File: src/medet_pkg.sv
// constants, register map and field layout of the motion event detectors
// Functional notes
// - orientation code: up/down bit, portrait/landscape pair
// - portrait/landscape switch with 0.66..1.66 hysteresis
// - up/down switch at 0g, hysteresis 0.4g
// - blocking setting 00 blocks nothing
// - settings 01-11 block on z, x+y, slope
// - slope block lifts after three quiet samples
// - blocking waits 100 ms stable before interrupt
// - swap bit makes x the up/down axis
// - orientation runs while enabled or in stand-alone mode
// - orientation interrupt lasts until the next sample
// - stand-alone mode drives orientation onto pins
// - status register holds code and triggered flag
// - freefall: all axes low for duration+1 samples
// - freefall threshold, hysteresis, duration fields, defaults
// - freefall enable and status flag
// - high-g: enabled axis high for duration+1 samples
// - high-g stores triggering axes and acceleration sign
// - high-g threshold, hysteresis, duration fields, defaults
// - per-axis high-g enables and status flag
// - data ready once all enabled axes updated
// - data ready mode masks other sources
// - data ready interrupt clears after 150 us
package medet_pkg;

    localparam int ACC_W = 8;
    localparam int ADDR_W = 8;
    localparam int DUR_W = 6;

    // register offsets
    localparam logic [ADDR_W-1:0] ADDR_SHOCK_HY_DUR = 8'h05;
    localparam logic [ADDR_W-1:0] ADDR_THRESHOLDS = 8'h06;
    localparam logic [ADDR_W-1:0] ADDR_FF_HY_DUR = 8'h07;
    localparam logic [ADDR_W-1:0] ADDR_AXIS_SWAP = 8'h09;
    localparam logic [ADDR_W-1:0] ADDR_ORIENT_BLOCK = 8'h0a;
    localparam logic [ADDR_W-1:0] ADDR_ORIENT_STATUS = 8'h0b;
    localparam logic [ADDR_W-1:0] ADDR_EVENT_FLAGS = 8'h0c;
    localparam logic [ADDR_W-1:0] ADDR_ORIENT_EN = 8'h0d;
    localparam logic [ADDR_W-1:0] ADDR_FF_SHOCK_EN = 8'h0e;
    localparam logic [ADDR_W-1:0] ADDR_SHOCK_DETAIL = 8'h0f;
    localparam logic [ADDR_W-1:0] ADDR_DATA_READY = 8'h10;

    // field positions
    localparam int POS_AXIS_SWAP = 7;
    localparam int POS_ORIENT_FLAG = 7;
    localparam int POS_ORIENT_CODE = 4;
    localparam int POS_FF_FLAG = 3;
    localparam int POS_SHOCK_FLAG = 2;
    localparam int POS_ORIENT_EN = 6;
    localparam int POS_FF_EN = 3;
    localparam int POS_SHOCK_SIGN = 3;
    localparam int POS_DR_EN = 0;
    localparam int POS_DR_FLAG = 1;

    // values after reset
    localparam logic [3:0] RST_FF_TH = 4'h4;
    localparam logic [1:0] RST_FF_HY = 2'h1;
    localparam logic [5:0] RST_FF_DUR = 6'h3f;
    localparam logic [3:0] RST_SHOCK_TH = 4'he;
    localparam logic [1:0] RST_SHOCK_HY = 2'h1;
    localparam logic [5:0] RST_SHOCK_DUR = 6'h3f;
    localparam logic [1:0] RST_BLOCK = 2'h2;
    localparam logic [2:0] RST_ORIENT = 3'h0;

    // acceleration scale: counts per g
    localparam int ONE_G = 32;
    localparam logic [ACC_W:0] Z_BLOCK_LVL = 9'(ONE_G * 9 / 10);
    localparam logic [ACC_W:0] XY_BLOCK_LVL = 9'(ONE_G * 4 / 10);
    localparam logic [ACC_W:0] UPDN_HYS_LVL = 9'(ONE_G * 4 / 10);
    localparam logic [ACC_W:0] SLOPE_LVL_1 = 9'(ONE_G * 2 / 10);
    localparam logic [ACC_W:0] SLOPE_LVL_2 = 9'(ONE_G * 3 / 10);
    localparam logic [ACC_W:0] SLOPE_LVL_3 = 9'(ONE_G * 4 / 10);
    localparam logic [15:0] RATIO_DEN = 16'd100;
    localparam logic [15:0] RATIO_LO = 16'd66;
    localparam logic [15:0] RATIO_HI = 16'd166;
    localparam logic [1:0] SLOPE_QUIET_N = 2'd3;

    // timing
    localparam int CLK_HZ = 25_000_000;
    localparam int ORIENT_WAIT_MS = 100;
    localparam int ORIENT_WAIT_CYC = CLK_HZ / 1000 * ORIENT_WAIT_MS;
    localparam int DR_HOLD_US = 150;
    localparam int DR_HOLD_CYC = CLK_HZ / 1_000_000 * DR_HOLD_US;
    localparam int DR_CNT_W = 12;

endpackage : medet_pkg

File: src/medet_dur_counter.sv
// duration counter: condition held for one more than the programmed number of samples
`timescale 1ns/1ps
`default_nettype none
module medet_dur_counter
    import medet_pkg::*;
(
    // clock and reset
    input  wire logic             clk,
    input  wire logic             rst_n,
    // sample strobe and conditions
    input  wire logic             tick,
    input  wire logic             enable,
    input  wire logic             start_cond,
    input  wire logic             hold_cond,
    input  wire logic [DUR_W-1:0] dur,
    // result
    output logic                  fire
);
    logic           run;
    logic           done;
    logic [DUR_W:0] cnt;
    logic [DUR_W:0] next_cnt;
    logic           cond;

    // entry needs the tight level, staying only the hysteresis level
    assign cond     = run ? hold_cond : start_cond;
    assign next_cnt = run ? cnt + 1'b1 : (DUR_W+1)'(1);

    always_ff @(posedge clk or negedge rst_n) begin
        if (!rst_n) begin
            run  <= 1'b0;
            done <= 1'b0;
            cnt  <= '0;
            fire <= 1'b0;
        end else begin
            fire <= 1'b0;
            if (!enable) begin
                run  <= 1'b0;
                done <= 1'b0;
                cnt  <= '0;
            end else if (tick) begin
                if (!cond) begin
                    run  <= 1'b0;
                    done <= 1'b0;
                    cnt  <= '0;
                end else begin
                    run <= 1'b1;
                    // saturate so a long event cannot wrap and fire twice
                    if (!done) begin
                        cnt <= next_cnt;
                    end
                    if (!done && next_cnt == {1'b0, dur} + 1'b1) begin
                        fire <= 1'b1;
                        done <= 1'b1;
                    end
                end
            end
        end
    end
endmodule : medet_dur_counter
`default_nettype wire

File: src/medet_top.sv
// motion event detectors: orientation, freefall, high-g and data ready
`timescale 1ns/1ps
`default_nettype none
module medet_top
    import medet_pkg::*;
#(
    parameter int ORIENT_WAIT = ORIENT_WAIT_CYC
) (
    // clock and reset
    input  wire logic                    clk,
    input  wire logic                    rst_n,
    // acceleration samples and update strobes
    input  wire logic signed [ACC_W-1:0] acc_x,
    input  wire logic signed [ACC_W-1:0] acc_y,
    input  wire logic signed [ACC_W-1:0] acc_z,
    input  wire logic [2:0]              data_update,
    input  wire logic [2:0]              chan_en,
    // operating mode
    input  wire logic                    standalone,
    // register port
    input  wire logic [ADDR_W-1:0]       reg_addr,
    input  wire logic [7:0]              reg_wdata,
    input  wire logic                    reg_wr,
    input  wire logic                    reg_rd,
    output logic [7:0]                   reg_rdata,
    // interrupt and orientation pins
    output logic                         int_out,
    output logic [2:0]                   orient_pin
);
    import medet_pkg::*;

    ////////////////////////////////////////////////////////////////////////
    // configuration registers
    logic [3:0]       ff_th;
    logic [1:0]       ff_hy;
    logic [DUR_W-1:0] ff_dur;
    logic [3:0]       sh_th;
    logic [1:0]       sh_hy;
    logic [DUR_W-1:0] sh_dur;
    logic             axis_swap_select;
    logic [1:0]       blk_mode;
    logic             en_orient;
    logic             en_ff;
    logic [2:0]       en_sh;
    logic             en_dr;
    logic             wr_ok;

    // configuration is frozen at its current values in stand-alone mode
    assign wr_ok = reg_wr && !standalone;

    always_ff @(posedge clk or negedge rst_n) begin
        if (!rst_n) begin
            ff_th            <= RST_FF_TH;
            ff_hy            <= RST_FF_HY;
            ff_dur           <= RST_FF_DUR;
            sh_th            <= RST_SHOCK_TH;
            sh_hy            <= RST_SHOCK_HY;
            sh_dur           <= RST_SHOCK_DUR;
            axis_swap_select <= 1'b0;
            blk_mode         <= RST_BLOCK;
            en_orient        <= 1'b0;
            en_ff            <= 1'b0;
            en_sh            <= 3'h0;
            en_dr            <= 1'b0;
        end else if (wr_ok) begin
            case (reg_addr)
                ADDR_SHOCK_HY_DUR: begin
                    sh_hy  <= reg_wdata[7:6];
                    sh_dur <= reg_wdata[5:0];
                end
                ADDR_THRESHOLDS: begin
                    ff_th <= reg_wdata[7:4];
                    sh_th <= reg_wdata[3:0];
                end
                ADDR_FF_HY_DUR: begin
                    ff_hy  <= reg_wdata[7:6];
                    ff_dur <= reg_wdata[5:0];
                end
                ADDR_AXIS_SWAP:    axis_swap_select <= reg_wdata[POS_AXIS_SWAP];
                ADDR_ORIENT_BLOCK: blk_mode <= reg_wdata[1:0];
                ADDR_ORIENT_EN:    en_orient <= reg_wdata[POS_ORIENT_EN];
                ADDR_FF_SHOCK_EN: begin
                    en_ff <= reg_wdata[POS_FF_EN];
                    en_sh <= reg_wdata[2:0];
                end
                ADDR_DATA_READY:   en_dr <= reg_wdata[POS_DR_EN];
                default: ;
            endcase
        end
    end

    ////////////////////////////////////////////////////////////////////////
    // sample strobe: one tick once every enabled axis has updated
    logic [2:0] upd_seen;
    logic [2:0] upd_all;
    logic       tick;

    assign upd_all = upd_seen | data_update;
    assign tick    = (chan_en != 3'h0) && ((upd_all & chan_en) == chan_en);

    always_ff @(posedge clk or negedge rst_n) begin
        if (!rst_n) begin
            upd_seen <= 3'h0;
        end else if (tick) begin
            upd_seen <= 3'h0;
        end else begin
            upd_seen <= upd_all;
        end
    end

    ////////////////////////////////////////////////////////////////////////
    // magnitudes, slopes
    function automatic logic [ACC_W:0] abs_val(input logic signed [ACC_W:0] v);
        abs_val = v[ACC_W] ? (ACC_W+1)'(0) - v : v;
    endfunction : abs_val

    logic signed [ACC_W-1:0] acc   [3];
    logic signed [ACC_W-1:0] prev  [3];
    logic [ACC_W:0]          mag   [3];
    logic [ACC_W:0]          slope [3];
    logic [2:0]              slope_neg;

    assign acc[0] = acc_x;
    assign acc[1] = acc_y;
    assign acc[2] = acc_z;

    genvar gi;
    generate
        for (gi = 0; gi < 3; gi++) begin : g_axis
            logic signed [ACC_W:0] diff;
            assign diff          = (ACC_W+1)'(acc[gi]) - (ACC_W+1)'(prev[gi]);
            assign mag[gi]       = abs_val((ACC_W+1)'(acc[gi]));
            assign slope[gi]     = abs_val(diff);
            assign slope_neg[gi] = diff[ACC_W];
            always_ff @(posedge clk or negedge rst_n) begin
                if (!rst_n) begin
                    prev[gi] <= '0;
                end else if (tick) begin
                    prev[gi] <= acc[gi];
                end
            end
        end
    endgenerate

    ////////////////////////////////////////////////////////////////////////
    // orientation candidate
    logic signed [ACC_W-1:0] ox;
    logic signed [ACC_W-1:0] oy;
    logic signed [ACC_W-1:0] oz;
    logic [ACC_W:0]          max_slope;
    logic [ACC_W:0]          slope_lvl;
    logic [15:0]             ax16;
    logic [15:0]             ay16;
    logic [ACC_W:0]          az;
    logic [2:0]              orient;
    logic [2:0]              cand;
    logic                    ls_next;
    logic                    low_next;
    logic                    down_next;

    // swapping x and z with y negated keeps the axes right-handed
    assign ox = axis_swap_select ? acc_z : acc_x;
    assign oy = axis_swap_select ? -acc_y : acc_y;
    assign oz = axis_swap_select ? acc_x : acc_z;
    assign ax16 = 16'(abs_val((ACC_W+1)'(ox)));
    assign ay16 = 16'(abs_val((ACC_W+1)'(oy)));
    assign az   = abs_val((ACC_W+1)'(oz));

    // leaving landscape needs ratio below 0.66, entering needs above 1.66
    assign ls_next = orient[1] ? !(ay16 * RATIO_DEN < ax16 * RATIO_LO)
                               : (ay16 * RATIO_DEN > ax16 * RATIO_HI);
    assign low_next  = ls_next ? (oy > 0) : (ox < 0);
    assign down_next = orient[2] ? !(!oz[ACC_W-1] && az > UPDN_HYS_LVL)
                                 : (oz[ACC_W-1] && az > UPDN_HYS_LVL);
    assign cand      = {down_next, ls_next, low_next};

    always_comb begin
        max_slope = slope[0];
        if (slope[1] > max_slope) max_slope = slope[1];
        if (slope[2] > max_slope) max_slope = slope[2];
        case (blk_mode)
            2'h1:    slope_lvl = SLOPE_LVL_1;
            2'h2:    slope_lvl = SLOPE_LVL_2;
            default: slope_lvl = SLOPE_LVL_3;
        endcase
    end

    ////////////////////////////////////////////////////////////////////////
    // orientation blocking and stability timer
    logic        orient_run;
    logic [1:0]  quiet_cnt;
    logic        blocked;
    logic [2:0]  last_cand;
    logic [31:0] wait_cnt;
    logic        wait_expire;
    logic        orient_fire;

    // stand-alone orientation mode runs detection without the enable bit
    assign orient_run = en_orient || standalone;

    assign blocked = (blk_mode != 2'h0) && (az > Z_BLOCK_LVL ||
                     (ax16[ACC_W:0] + ay16[ACC_W:0]) < XY_BLOCK_LVL ||
                     quiet_cnt < SLOPE_QUIET_N);

    always_ff @(posedge clk or negedge rst_n) begin
        if (!rst_n) begin
            quiet_cnt <= 2'h0;
        end else if (tick) begin
            if (max_slope > slope_lvl) begin
                quiet_cnt <= 2'h0;
            end else if (quiet_cnt < SLOPE_QUIET_N) begin
                quiet_cnt <= quiet_cnt + 2'h1;
            end
        end
    end

    assign wait_expire = (wait_cnt == 32'h1);

    always_ff @(posedge clk or negedge rst_n) begin
        if (!rst_n) begin
            last_cand <= RST_ORIENT;
            wait_cnt  <= 32'h0;
        end else begin
            if (tick) begin
                last_cand <= cand;
            end
            if (!orient_run || blk_mode == 2'h0) begin
                wait_cnt <= 32'h0;
            end else if (tick && cand != last_cand) begin
                wait_cnt <= 32'(ORIENT_WAIT);
            end else if (wait_cnt != 32'h0) begin
                wait_cnt <= wait_cnt - 32'h1;
            end
        end
    end

    // the timed candidate commits when the wait expires and nothing blocks
    always_comb begin
        orient_fire = 1'b0;
        if (orient_run) begin
            if (blk_mode == 2'h0) begin
                orient_fire = tick && cand != orient;
            end else begin
                orient_fire = wait_expire && !blocked && last_cand != orient;
            end
        end
    end

    always_ff @(posedge clk or negedge rst_n) begin
        if (!rst_n) begin
            orient <= RST_ORIENT;
        end else if (orient_fire) begin
            orient <= (blk_mode == 2'h0) ? cand : last_cand;
        end
    end

    ////////////////////////////////////////////////////////////////////////
    // freefall and high-g engines
    logic [ACC_W:0] ff_lo;
    logic [ACC_W:0] ff_hi;
    logic [ACC_W:0] sh_hi;
    logic [ACC_W:0] sh_lo;
    logic [2:0]     sh_over;
    logic [2:0]     sh_stay;
    logic           ff_fire;
    logic           sh_fire;

    // thresholds count in two acceleration steps
    assign ff_lo = (ACC_W+1)'({ff_th, 1'b0});
    assign ff_hi = (ACC_W+1)'({ff_th, 1'b0}) + (ACC_W+1)'({ff_hy, 1'b0});
    assign sh_hi = (ACC_W+1)'({sh_th, 1'b0});
    assign sh_lo = (ACC_W+1)'({sh_th, 1'b0}) - (ACC_W+1)'({sh_hy, 1'b0});

    generate
        for (gi = 0; gi < 3; gi++) begin : g_shock
            assign sh_over[gi] = en_sh[2-gi] && mag[gi] > sh_hi;
            assign sh_stay[gi] = en_sh[2-gi] && mag[gi] >= sh_lo;
        end
    endgenerate

    medet_dur_counter u_ff (
        .clk        (clk),
        .rst_n      (rst_n),
        .tick       (tick),
        .enable     (en_ff),
        .start_cond (mag[0] < ff_lo && mag[1] < ff_lo && mag[2] < ff_lo),
        .hold_cond  (mag[0] < ff_hi && mag[1] < ff_hi && mag[2] < ff_hi),
        .dur        (ff_dur),
        .fire       (ff_fire)
    );

    medet_dur_counter u_sh (
        .clk        (clk),
        .rst_n      (rst_n),
        .tick       (tick),
        .enable     (en_sh != 3'h0),
        .start_cond (sh_over != 3'h0),
        .hold_cond  (sh_stay != 3'h0),
        .dur        (sh_dur),
        .fire       (sh_fire)
    );

    // detail captured one cycle after the firing sample; prev holds it
    logic [2:0] sh_axes;
    logic       sh_sign;

    always_ff @(posedge clk or negedge rst_n) begin
        if (!rst_n) begin
            sh_axes <= 3'h0;
            sh_sign <= 1'b0;
        end else if (sh_fire) begin
            sh_axes <= {sh_stay[0], sh_stay[1], sh_stay[2]};
            sh_sign <= sh_stay[0] ? prev[0][ACC_W-1] :
                       sh_stay[1] ? prev[1][ACC_W-1] : prev[2][ACC_W-1];
        end
    end

    ////////////////////////////////////////////////////////////////////////
    // status flags: set wins over clear-on-read
    logic orient_flag;
    logic ff_flag;
    logic sh_flag;
    logic dr_flag;
    logic rd_orient;
    logic rd_events;
    logic rd_dr;

    assign rd_orient = reg_rd && reg_addr == ADDR_ORIENT_STATUS;
    assign rd_events = reg_rd && reg_addr == ADDR_EVENT_FLAGS;
    assign rd_dr     = reg_rd && reg_addr == ADDR_DATA_READY;

    always_ff @(posedge clk or negedge rst_n) begin
        if (!rst_n) begin
            orient_flag <= 1'b0;
            ff_flag     <= 1'b0;
            sh_flag     <= 1'b0;
            dr_flag     <= 1'b0;
        end else begin
            orient_flag <= orient_fire || (orient_flag && !rd_orient);
            ff_flag     <= ff_fire || (ff_flag && !rd_events);
            sh_flag     <= sh_fire || (sh_flag && !rd_events);
            dr_flag     <= (tick && en_dr) || (dr_flag && !rd_dr);
        end
    end

    ////////////////////////////////////////////////////////////////////////
    // interrupt lines: event lines last until the next sample
    logic                orient_line;
    logic                ff_line;
    logic                sh_line;
    logic [DR_CNT_W-1:0] dr_cnt;

    always_ff @(posedge clk or negedge rst_n) begin
        if (!rst_n) begin
            orient_line <= 1'b0;
            ff_line     <= 1'b0;
            sh_line     <= 1'b0;
        end else begin
            orient_line <= orient_fire || (orient_line && !tick);
            ff_line     <= ff_fire || (ff_line && !tick);
            sh_line     <= sh_fire || (sh_line && !tick);
        end
    end

    always_ff @(posedge clk or negedge rst_n) begin
        if (!rst_n) begin
            dr_cnt <= '0;
        end else if (tick && en_dr) begin
            dr_cnt <= DR_CNT_W'(DR_HOLD_CYC);
        end else if (dr_cnt != '0) begin
            dr_cnt <= dr_cnt - 1'b1;
        end
    end

    always_ff @(posedge clk or negedge rst_n) begin
        if (!rst_n) begin
            int_out <= 1'b0;
        end else if (en_dr) begin
            int_out <= dr_cnt != '0;
        end else begin
            int_out <= orient_line || ff_line || sh_line;
        end
    end

    always_ff @(posedge clk or negedge rst_n) begin
        if (!rst_n) begin
            orient_pin <= RST_ORIENT;
        end else begin
            orient_pin <= standalone ? orient : RST_ORIENT;
        end
    end

    ////////////////////////////////////////////////////////////////////////
    // register read
    always_ff @(posedge clk or negedge rst_n) begin
        if (!rst_n) begin
            reg_rdata <= 8'h00;
        end else if (reg_rd) begin
            case (reg_addr)
                ADDR_SHOCK_HY_DUR:  reg_rdata <= {sh_hy, sh_dur};
                ADDR_THRESHOLDS:    reg_rdata <= {ff_th, sh_th};
                ADDR_FF_HY_DUR:     reg_rdata <= {ff_hy, ff_dur};
                ADDR_AXIS_SWAP:     reg_rdata <= {axis_swap_select, 7'h00};
                ADDR_ORIENT_BLOCK:  reg_rdata <= {6'h00, blk_mode};
                ADDR_ORIENT_STATUS: reg_rdata <= {orient_flag, orient, 4'h0};
                ADDR_EVENT_FLAGS:   reg_rdata <= {4'h0, ff_flag, sh_flag, 2'h0};
                ADDR_ORIENT_EN:     reg_rdata <= {1'b0, en_orient, 6'h00};
                ADDR_FF_SHOCK_EN:   reg_rdata <= {4'h0, en_ff, en_sh};
                ADDR_SHOCK_DETAIL:  reg_rdata <= {4'h0, sh_sign, sh_axes};
                ADDR_DATA_READY:    reg_rdata <= {6'h00, dr_flag, en_dr};
                default:            reg_rdata <= 8'h00;
            endcase
        end
    end

endmodule : medet_top
`default_nettype wire

File: config.mk
export PLATFORM = sky130hd
export DESIGN_NAME = medet_top
export DESIGN_NICKNAME = d
export VERILOG_FILES = /design/src/medet_pkg.sv /design/src/medet_dur_counter.sv /design/src/medet_top.sv
export SDC_FILE = /design/constraint.sdc
export NUM_CORES = 1
export LEC_CHECK = 0
export BUFFER_PORTS_ARGS = -buffer_cell sky130_fd_sc_hd__buf_2
export CAP_MARGIN = 20
export CORE_UTILIZATION = 59
export CTS_CLUSTER_SIZE = 10
export DETAILED_ROUTE_END_ITERATION = 6
export PLACE_DENSITY = 0.75
export SYNTH_ARGS = -nofsm -noshare
export SYNTH_HDL_FRONTEND = slang
export SYNTH_SLANG_ARGS = --single-unit
File: constraint.sdc
create_clock -name clk -period 11.13 [get_ports clk]
set_clock_uncertainty 0.05 [all_clocks]
set_input_delay 0.5565 -clock clk [delete_from_list [all_inputs] [get_ports clk]]
set_output_delay 0.5565 -clock clk [all_outputs]
set_load 0.1 [all_outputs]
==> flow_summary.json, run 1 <==
{
  "drt_iter0_markers": 997,
  "slew_headroom_pct": 34.0,
  "hold_path_class": "input port to async pin",
  "path_class": "register to register",
  "ios": 63,
  "firstDrtPassIters": 5,
  "critical-path-max-stage-delay_ns": 1.01,
  "portBuffers": 62,
  "finalSetupTns_ns": 0,
  "reg2reg_depth": 32,
  "grt_remaining_overflow": 0,
  "yosysSeqAreaShare_pct": 23.6,
  "fp.dieH_um": 169,
  "syn2layout_area_growth_pct": 7.81,
  "crit_cells": 32,
  "grt_first_pass_wirelength_um": 69200,
  "cts_resized": 0,
  "drive_gt1_share_pct": 11.8,
  "clock_path_buffers": 2,
  "synth_edf_count": 0,
  "end_kind": "register",
  "yosysTopAreaCell": "dfrtp_1",
  "grtUsageTotal_pct": 30.1,
  "avgSynthCellArea_sq_um": 8.63,
  "totalWireLength_um": 42100,
  "startpoint_type": "register",
  "syn_inst": 1914,
  "path_delay_family": "compound AO/OA/AOI/OAI gates",
  "cellLeakagePower_nw": 8.26,
  "crit_required_ns": 11.43,
  "start_util_pct": 60.8,
  "cts_buffers": 17,
  "clk_pin_slew_ns": 0.07,
  "dieArea_sq_um": 28700,
  "status": "completed",
  "maxSlewViolCount": 0,
  "viasPerCell": 6.08,
  "rows": 60,
  "postRouteAntennaNets": 0,
  "crit_buf_inv": 5,
  "cts_setup_buffers": 0,
  "grt_max_degree": 84,
  "clock_latency_ns": 0.44,
  "ir_drop_v": 0.000184,
  "crit_path_max_fanout": 52,
  "detail_route.wl_per_cell_um": 18.0,
  "cts.sinks": 155,
  "async_flop_share_pct": 100,
  "final_hold_viol_count": 0,
  "grt_pass1_vias": 13954,
  "fmax_mhz": 115,
  "place_congestion": 0.926,
  "antenna_found_initial": 0,
  "arrival_ns": 8.97,
  "worstMarginPinSlew_ns": 0.989,
  "core_area_sq_um": 27200,
  "fin_crit_ns": 8.66,
  "synthTopCellsByCount": "ha_1 (249), inv_1 (161), nand2_1 (143), dfrtp_1 (136), nor2_1 (123)",
  "cts-root-buf": "clkbuf_16",
  "synth_cell_type_count": 83,
  "die_w_um": 169,
  "ys_ff_latch": 155,
  "via_count": 14237,
  "rsz0062_at_grt": "no",
  "place_hpwl_um": 32500,
  "post-route-util_pct": 65.5,
  "cts_max_level": 4,
  "post-synth-top-count-cell": "ha_1",
  "finalCritPeriodShare_pct": 77.8,
  "hold_buffers": 0,
  "drc_errors": 0,
  "setup_violations": 0,
  "synth_flop_cell": "dfrtp_1",
  "ys_warn_count": 0,
  "cpMaxStageDelayCell": "dfrtp_2",
  "power_density_nw_per_um2": 199,
  "cap_violations": 0,
  "cts_tree": "built",
  "synth_area_leaders": "dfrtp_1 (21%), ha_1 (19%), xnor2_1 (5.5%)",
  "fin_nets": 2272,
  "netlist_area_sq_um": 16500,
  "synth_top_area_share_pct": 20.6
}
-- metrics by stage --
step / area (sq um) / worst slack, ns / std cells / power, W / hold slack [ns]
global placement: 17200 / 2.87 / 2306 / 0.00282 / 0.403
floorplan: 16500 / 3.54 / 1920 / 0.00243 / 0.211
global route: 17800 / 1.87 / 2340 / 0.00386 / 0.166
CTS: 17800 / 2.54 / 2338 / 0.00352 / 0.124
detailed placement: 17200 / 2.55 / 2306 / 0.00291 / 0.399
finish: 17800 / 2.47 / 2341 / 0.00354 / 0.0936
-- placed cells by master (no fill, tap or decap), types with 9 or more instances in the layout --
cell type  instances
mux2i_1           30
or3_1             19
or2_2             17
dfrtp_1          135
inv_1            161
nor2_1           123
and3_1            13
a21o_1            35
dfstp_2           19
xor2_1            59
nand2b_1          24
a21boi_0          16
nor2b_1           32
nor3_2            22
o22ai_1           19
a211oi_1          10
o21ai_0          115
nand4_1           14
buf_2             61
a22oi_1           15
nand2_1          143
xnor2_1          103
o2111ai_1         10
ha_1             249
nand3_1           55
fa_1              17
nor4_1            26
or4_1              9
and2_1            12
nor3_1            51
a21oi_1           90
mux2_2            50
clkbuf_16         17
o21a_1            20
-- sequential cells by signal, indices dropped and copies added (netlist names), 4 cells and up --
signal / count
dr_cnt: 12
ff_dur: 6
ff_th: 4
prev: 24
reg_rdata: 8
sh_dur: 6
sh_th: 4
u_ff.cnt: 7
u_sh.cnt: 7
wait_cnt: 32
-- layer usage --
metal	GRT usage, %	share of wire, %	vias up
li1	-	-	6947
met1	39.5	45	6868
met2	51.0	48	350
met3	4.01	4.7	72
met4	10.3	2.5	0
met5	0	0	-
-- cell families (layout without fill, tap and decap cells) --
group | after synthesis | count (layout) | share of synthesized area [%]
AND/OR/NAND/NOR | 602 | 602 | 19.2
AO/OA/AOI/OAI | 430 | 430 | 17.3
flip-flops | 155 | 155 | 23.6
other | 2 | 9 | 0.0455
buffers and inverters | 217 | 265 | 5.08
multiplexers | 80 | 80 | 5.23
adder cells (fa/ha/maj) | 266 | 266 | 20.9
XOR/XNOR | 162 | 162 | 8.59
-- final timing paths --
check,from,endpoint,slack (ns)
max,axis_swap_select,wait_cnt[0],2.47
min,rst_n,dr_cnt[1],0.09
max reg2reg,axis_swap_select,wait_cnt[0],2.47
min reg2reg,u_ff.fire,ff_flag,0.43
max in group asynchronous,rst_n,axis_swap_select,9.45
min in group clk,data_update[1],upd_seen[1],0.29
-- final cells by class --
cell class	count	area (sq um)
well taps	372	465
diodes	1	2.50
clock buffers	17	425
clock inverters	15	176
inverters	161	604
flip-flops and latches	155	3900
repair buffers	72	409
multi-input cells	1548	11800
fillers	2298	9380
-- where the power goes --
part | internal (W) | switching (W)
registers | 0.000627 | 0.0000660
clock network | 0.000303 | 0.000292
logic | 0.000917 | 0.00134
No activity file was read; power rests on OpenSTA's default activity.
==> run 2: changes to the inputs <==
Settings changed: ABC_AREA from default to 1, CORE_UTILIZATION 59 to 58, PLACE_DENSITY 0.75 to 0.76.
Clock period 11.13 ns to 7.42 ns, I/O delays scaled along.
==> flow_summary.json, run 2 <==
{
  "rsz0062_at_grt": "no",
  "cap_violations": 0,
  "reg_top3": "wait_cnt: 32 flops, prev: 24 flops, dr_cnt: 12 flops",
  "place_congestion": 0.963,
  "largest_reg_flops": 32,
  "grtUsageTotal_pct": 29.8,
  "cts-root-buf": "clkbuf_16",
  "grt_use_met3_pct": 3.98,
  "multi_input_area_sq_um": 11000,
  "synthTopCellsByCount": "nand2_1 (527), inv_1 (356), ha_1 (249), nor2_1 (180), o21ai_0 (160)",
  "finalSetupTns_ns": 0,
  "cts.sinks": 155,
  "slew_headroom_pct": 39.1,
  "grt_max_degree": 85,
  "ys_warn_count": 0,
  "async_flop_share_pct": 100,
  "finalWorstSetupSlack_ns": 0.551,
  "synth_area_leaders": "dfrtp_1 (21%), ha_1 (19%), nand2_1 (12%)",
  "synth_cell_type_count": 57,
  "n_fill_cell": 2503,
  "grt_util_met2_pct": 51.2,
  "final_hold_viol_count": 0,
  "fin_crit_ns": 6.87,
  "cts_tree": "built",
  "layout_commonest_cell": "nand2_1",
  "arrival_ns": 7.16,
  "post-synth-top-count-cell": "nand2_1",
  "viasPerCell": 5.54,
  "syn_inst": 2297,
  "fin_nets": 2704,
  "setup_violations": 0,
  "avgSynthCellArea_sq_um": 7.12,
  "fmax_mhz": 146,
  "crit_required_ns": 7.71,
  "cts_buffers": 17,
  "yosysTopAreaCell": "dfrtp_1",
  "ys_ff_latch": 155,
  "yosysSeqAreaShare_pct": 23.9,
  "rows": 61,
  "clock_latency_ns": 0.44,
  "start_util_pct": 58.8,
  "detail_route.wl_per_cell_um": 15.1,
  "place_hpwl_um": 33500,
  "ios": 63,
  "firstDrtPassIters": 6,
  "maxSlewViolCount": 0,
  "grt_pass1_vias": 14559,
  "portBuffers": 62,
  "power.total_w": 0.00530,
  "netlist_area_sq_um": 16300,
  "drive_gt1_share_pct": 8.75,
  "critical-path-max-stage-delay_ns": 0.50,
  "fp.dieH_um": 170,
  "synth_edf_count": 0,
  "power_density_nw_per_um2": 296,
  "dieArea_sq_um": 28900,
  "drc_errors": 0,
  "hold_path_class": "input port to register",
  "grt_remaining_overflow": 0,
  "ir_drop_v": 0.000315,
  "crit_path_max_fanout": 9,
  "post-place-ws_ns": 0.0881,
  "syn2layout_area_growth_pct": 9.58,
  "grt_first_pass_wirelength_um": 69200,
  "seq_area_sq_um": 3900,
  "drt_iter0_markers": 992,
  "clk_pin_slew_ns": 0.07,
  "status": "completed",
  "antenna_found_initial": 1,
  "via_count": 15402,
  "cpMaxStageDelayCell": "fa_1",
  "layout_common_cells": "nand2_1 (525), inv_1 (354), ha_1 (248)",
  "startpoint_type": "register",
  "path_class": "register to register",
  "top_usage_layer": "met2",
  "finalCritPeriodShare_pct": 92.6,
  "met1_usage_pct": 39.1,
  "synth_flop_cell": "dfrtp_1",
  "totalWireLength_um": 41900,
  "postRouteAntennaNets": 0,
  "cellLeakagePower_nw": 9.36,
  "end_kind": "register",
  "regMostFlops": "wait_cnt",
  "worstMarginPinSlew_ns": 0.914,
  "synth_top_area_share_pct": 20.8,
  "die_w_um": 170,
  "clock_path_buffers": 2,
  "cts_max_level": 4,
  "core_area_sq_um": 27800
}
-- run 2: cell count changes after synthesis, moves of 27 or more --
cell | previous run | this run
a21o_1 | 35 | 5
clkbuf_1 | 44 | 17
nand4_1 | 14 | 53
mux2_2 | 50 | 0
inv_1 | 161 | 356
nand3_1 | 55 | 139
nor2b_1 | 32 | 1
xnor2_1 | 103 | 42
o21ai_0 | 115 | 160
nor2_1 | 123 | 180
mux2i_1 | 30 | 0
nand2_1 | 143 | 527
-- run 2: path summary, 6_finish.rpt --
| check | slack, ns | depth (start not counted) | startpoint | endpoint |
|---|---|---|---|---|
| max | 0.55 | 43 | axis_swap_select | wait_cnt[2] |
| min | 0.14 | 3 | data_update[2] | upd_seen[2] |
| max reg2reg | 0.55 | 43 | axis_swap_select | wait_cnt[2] |
| min reg2reg | 0.42 | 2 | u_ff.fire | ff_flag |
| max in group asynchronous | 5.42 | 3 | rst_n | wait_cnt[20] |
| min in group asynchronous | 0.50 | 2 | rst_n | dr_cnt[1] |
-- run 2: layer usage --
layer / share of wire, % / vias up / wire length [um]
li1: - / 7717 / -
met1: 45 / 7215 / 18900
met2: 48 / 413 / 20100
met3: 5.2 / 57 / 2200
met4: 1.9 / 0 / 809
met5: 0 / - / 0
-- run 2: kinds of logic after synthesis --
group                    share of synthesized area, %
XOR/XNOR                                         6.42
flip-flops                                       23.9
AND/OR/NAND/NOR                                  27.7
other                                          0.0460
buffers and inverters                            9.16
AO/OA/AOI/OAI                                    11.7
adder cells (fa/ha/maj)                          21.1
-- run 2: worst max-delay path: cells and delay by family (launching register included) --
family	cells	cell delay, ns
xor gates and xnor gates	2	0.29
adders and majority gates	7	2.29
and+or+nand+nor	18	1.95
AOI/OAI and AO/OA	7	1.02
DFF	1	0.46
buffers and inverters	9	0.69
-- run 2: through the flow --
stage	cells	area, sq um	utilization [%]	hold slack (ns)
after detailed placement	2737	17200	61.9	0.409
final	2779	17900	64.5	0.144
after floorplan	2303	16400	-	0.0254
after global placement	2737	17200	61.9	0.404
after global routing	2779	17900	64.5	0.136
after CTS	2770	17800	64.0	0.132
-- run 2: timing repair --
| action | 4_1_cts | 5_1_grt |
|---|---|---|
| gates resized for setup | 0 | 13 |
| setup endpoints to repair | 0 | 39 |
| setup buffers | 0 | 7 |
| endpoints found under the hold margin | 77 | 0 |
| hold buffers | 1 | 0 |
-- run 2: report_power, final --
| group | switching, W | internal, W |
|---|---|---|
| clock | 0.000408 | 0.000487 |
| sequential | 0.0000955 | 0.000954 |
| combinational | 0.00214 | 0.00122 |
-- run 2: final cells by class --
type | instances | area share (%)
multi-input combinational | 1759 | 61.5
sequential | 155 | 21.8
inverter | 363 | 7.63
timing repair buffer | 91 | 3.07
tap | 378 | 2.64
clock buffer | 18 | 2.45
clock inverter | 14 | 0.866
antenna | 1 | 0.0140
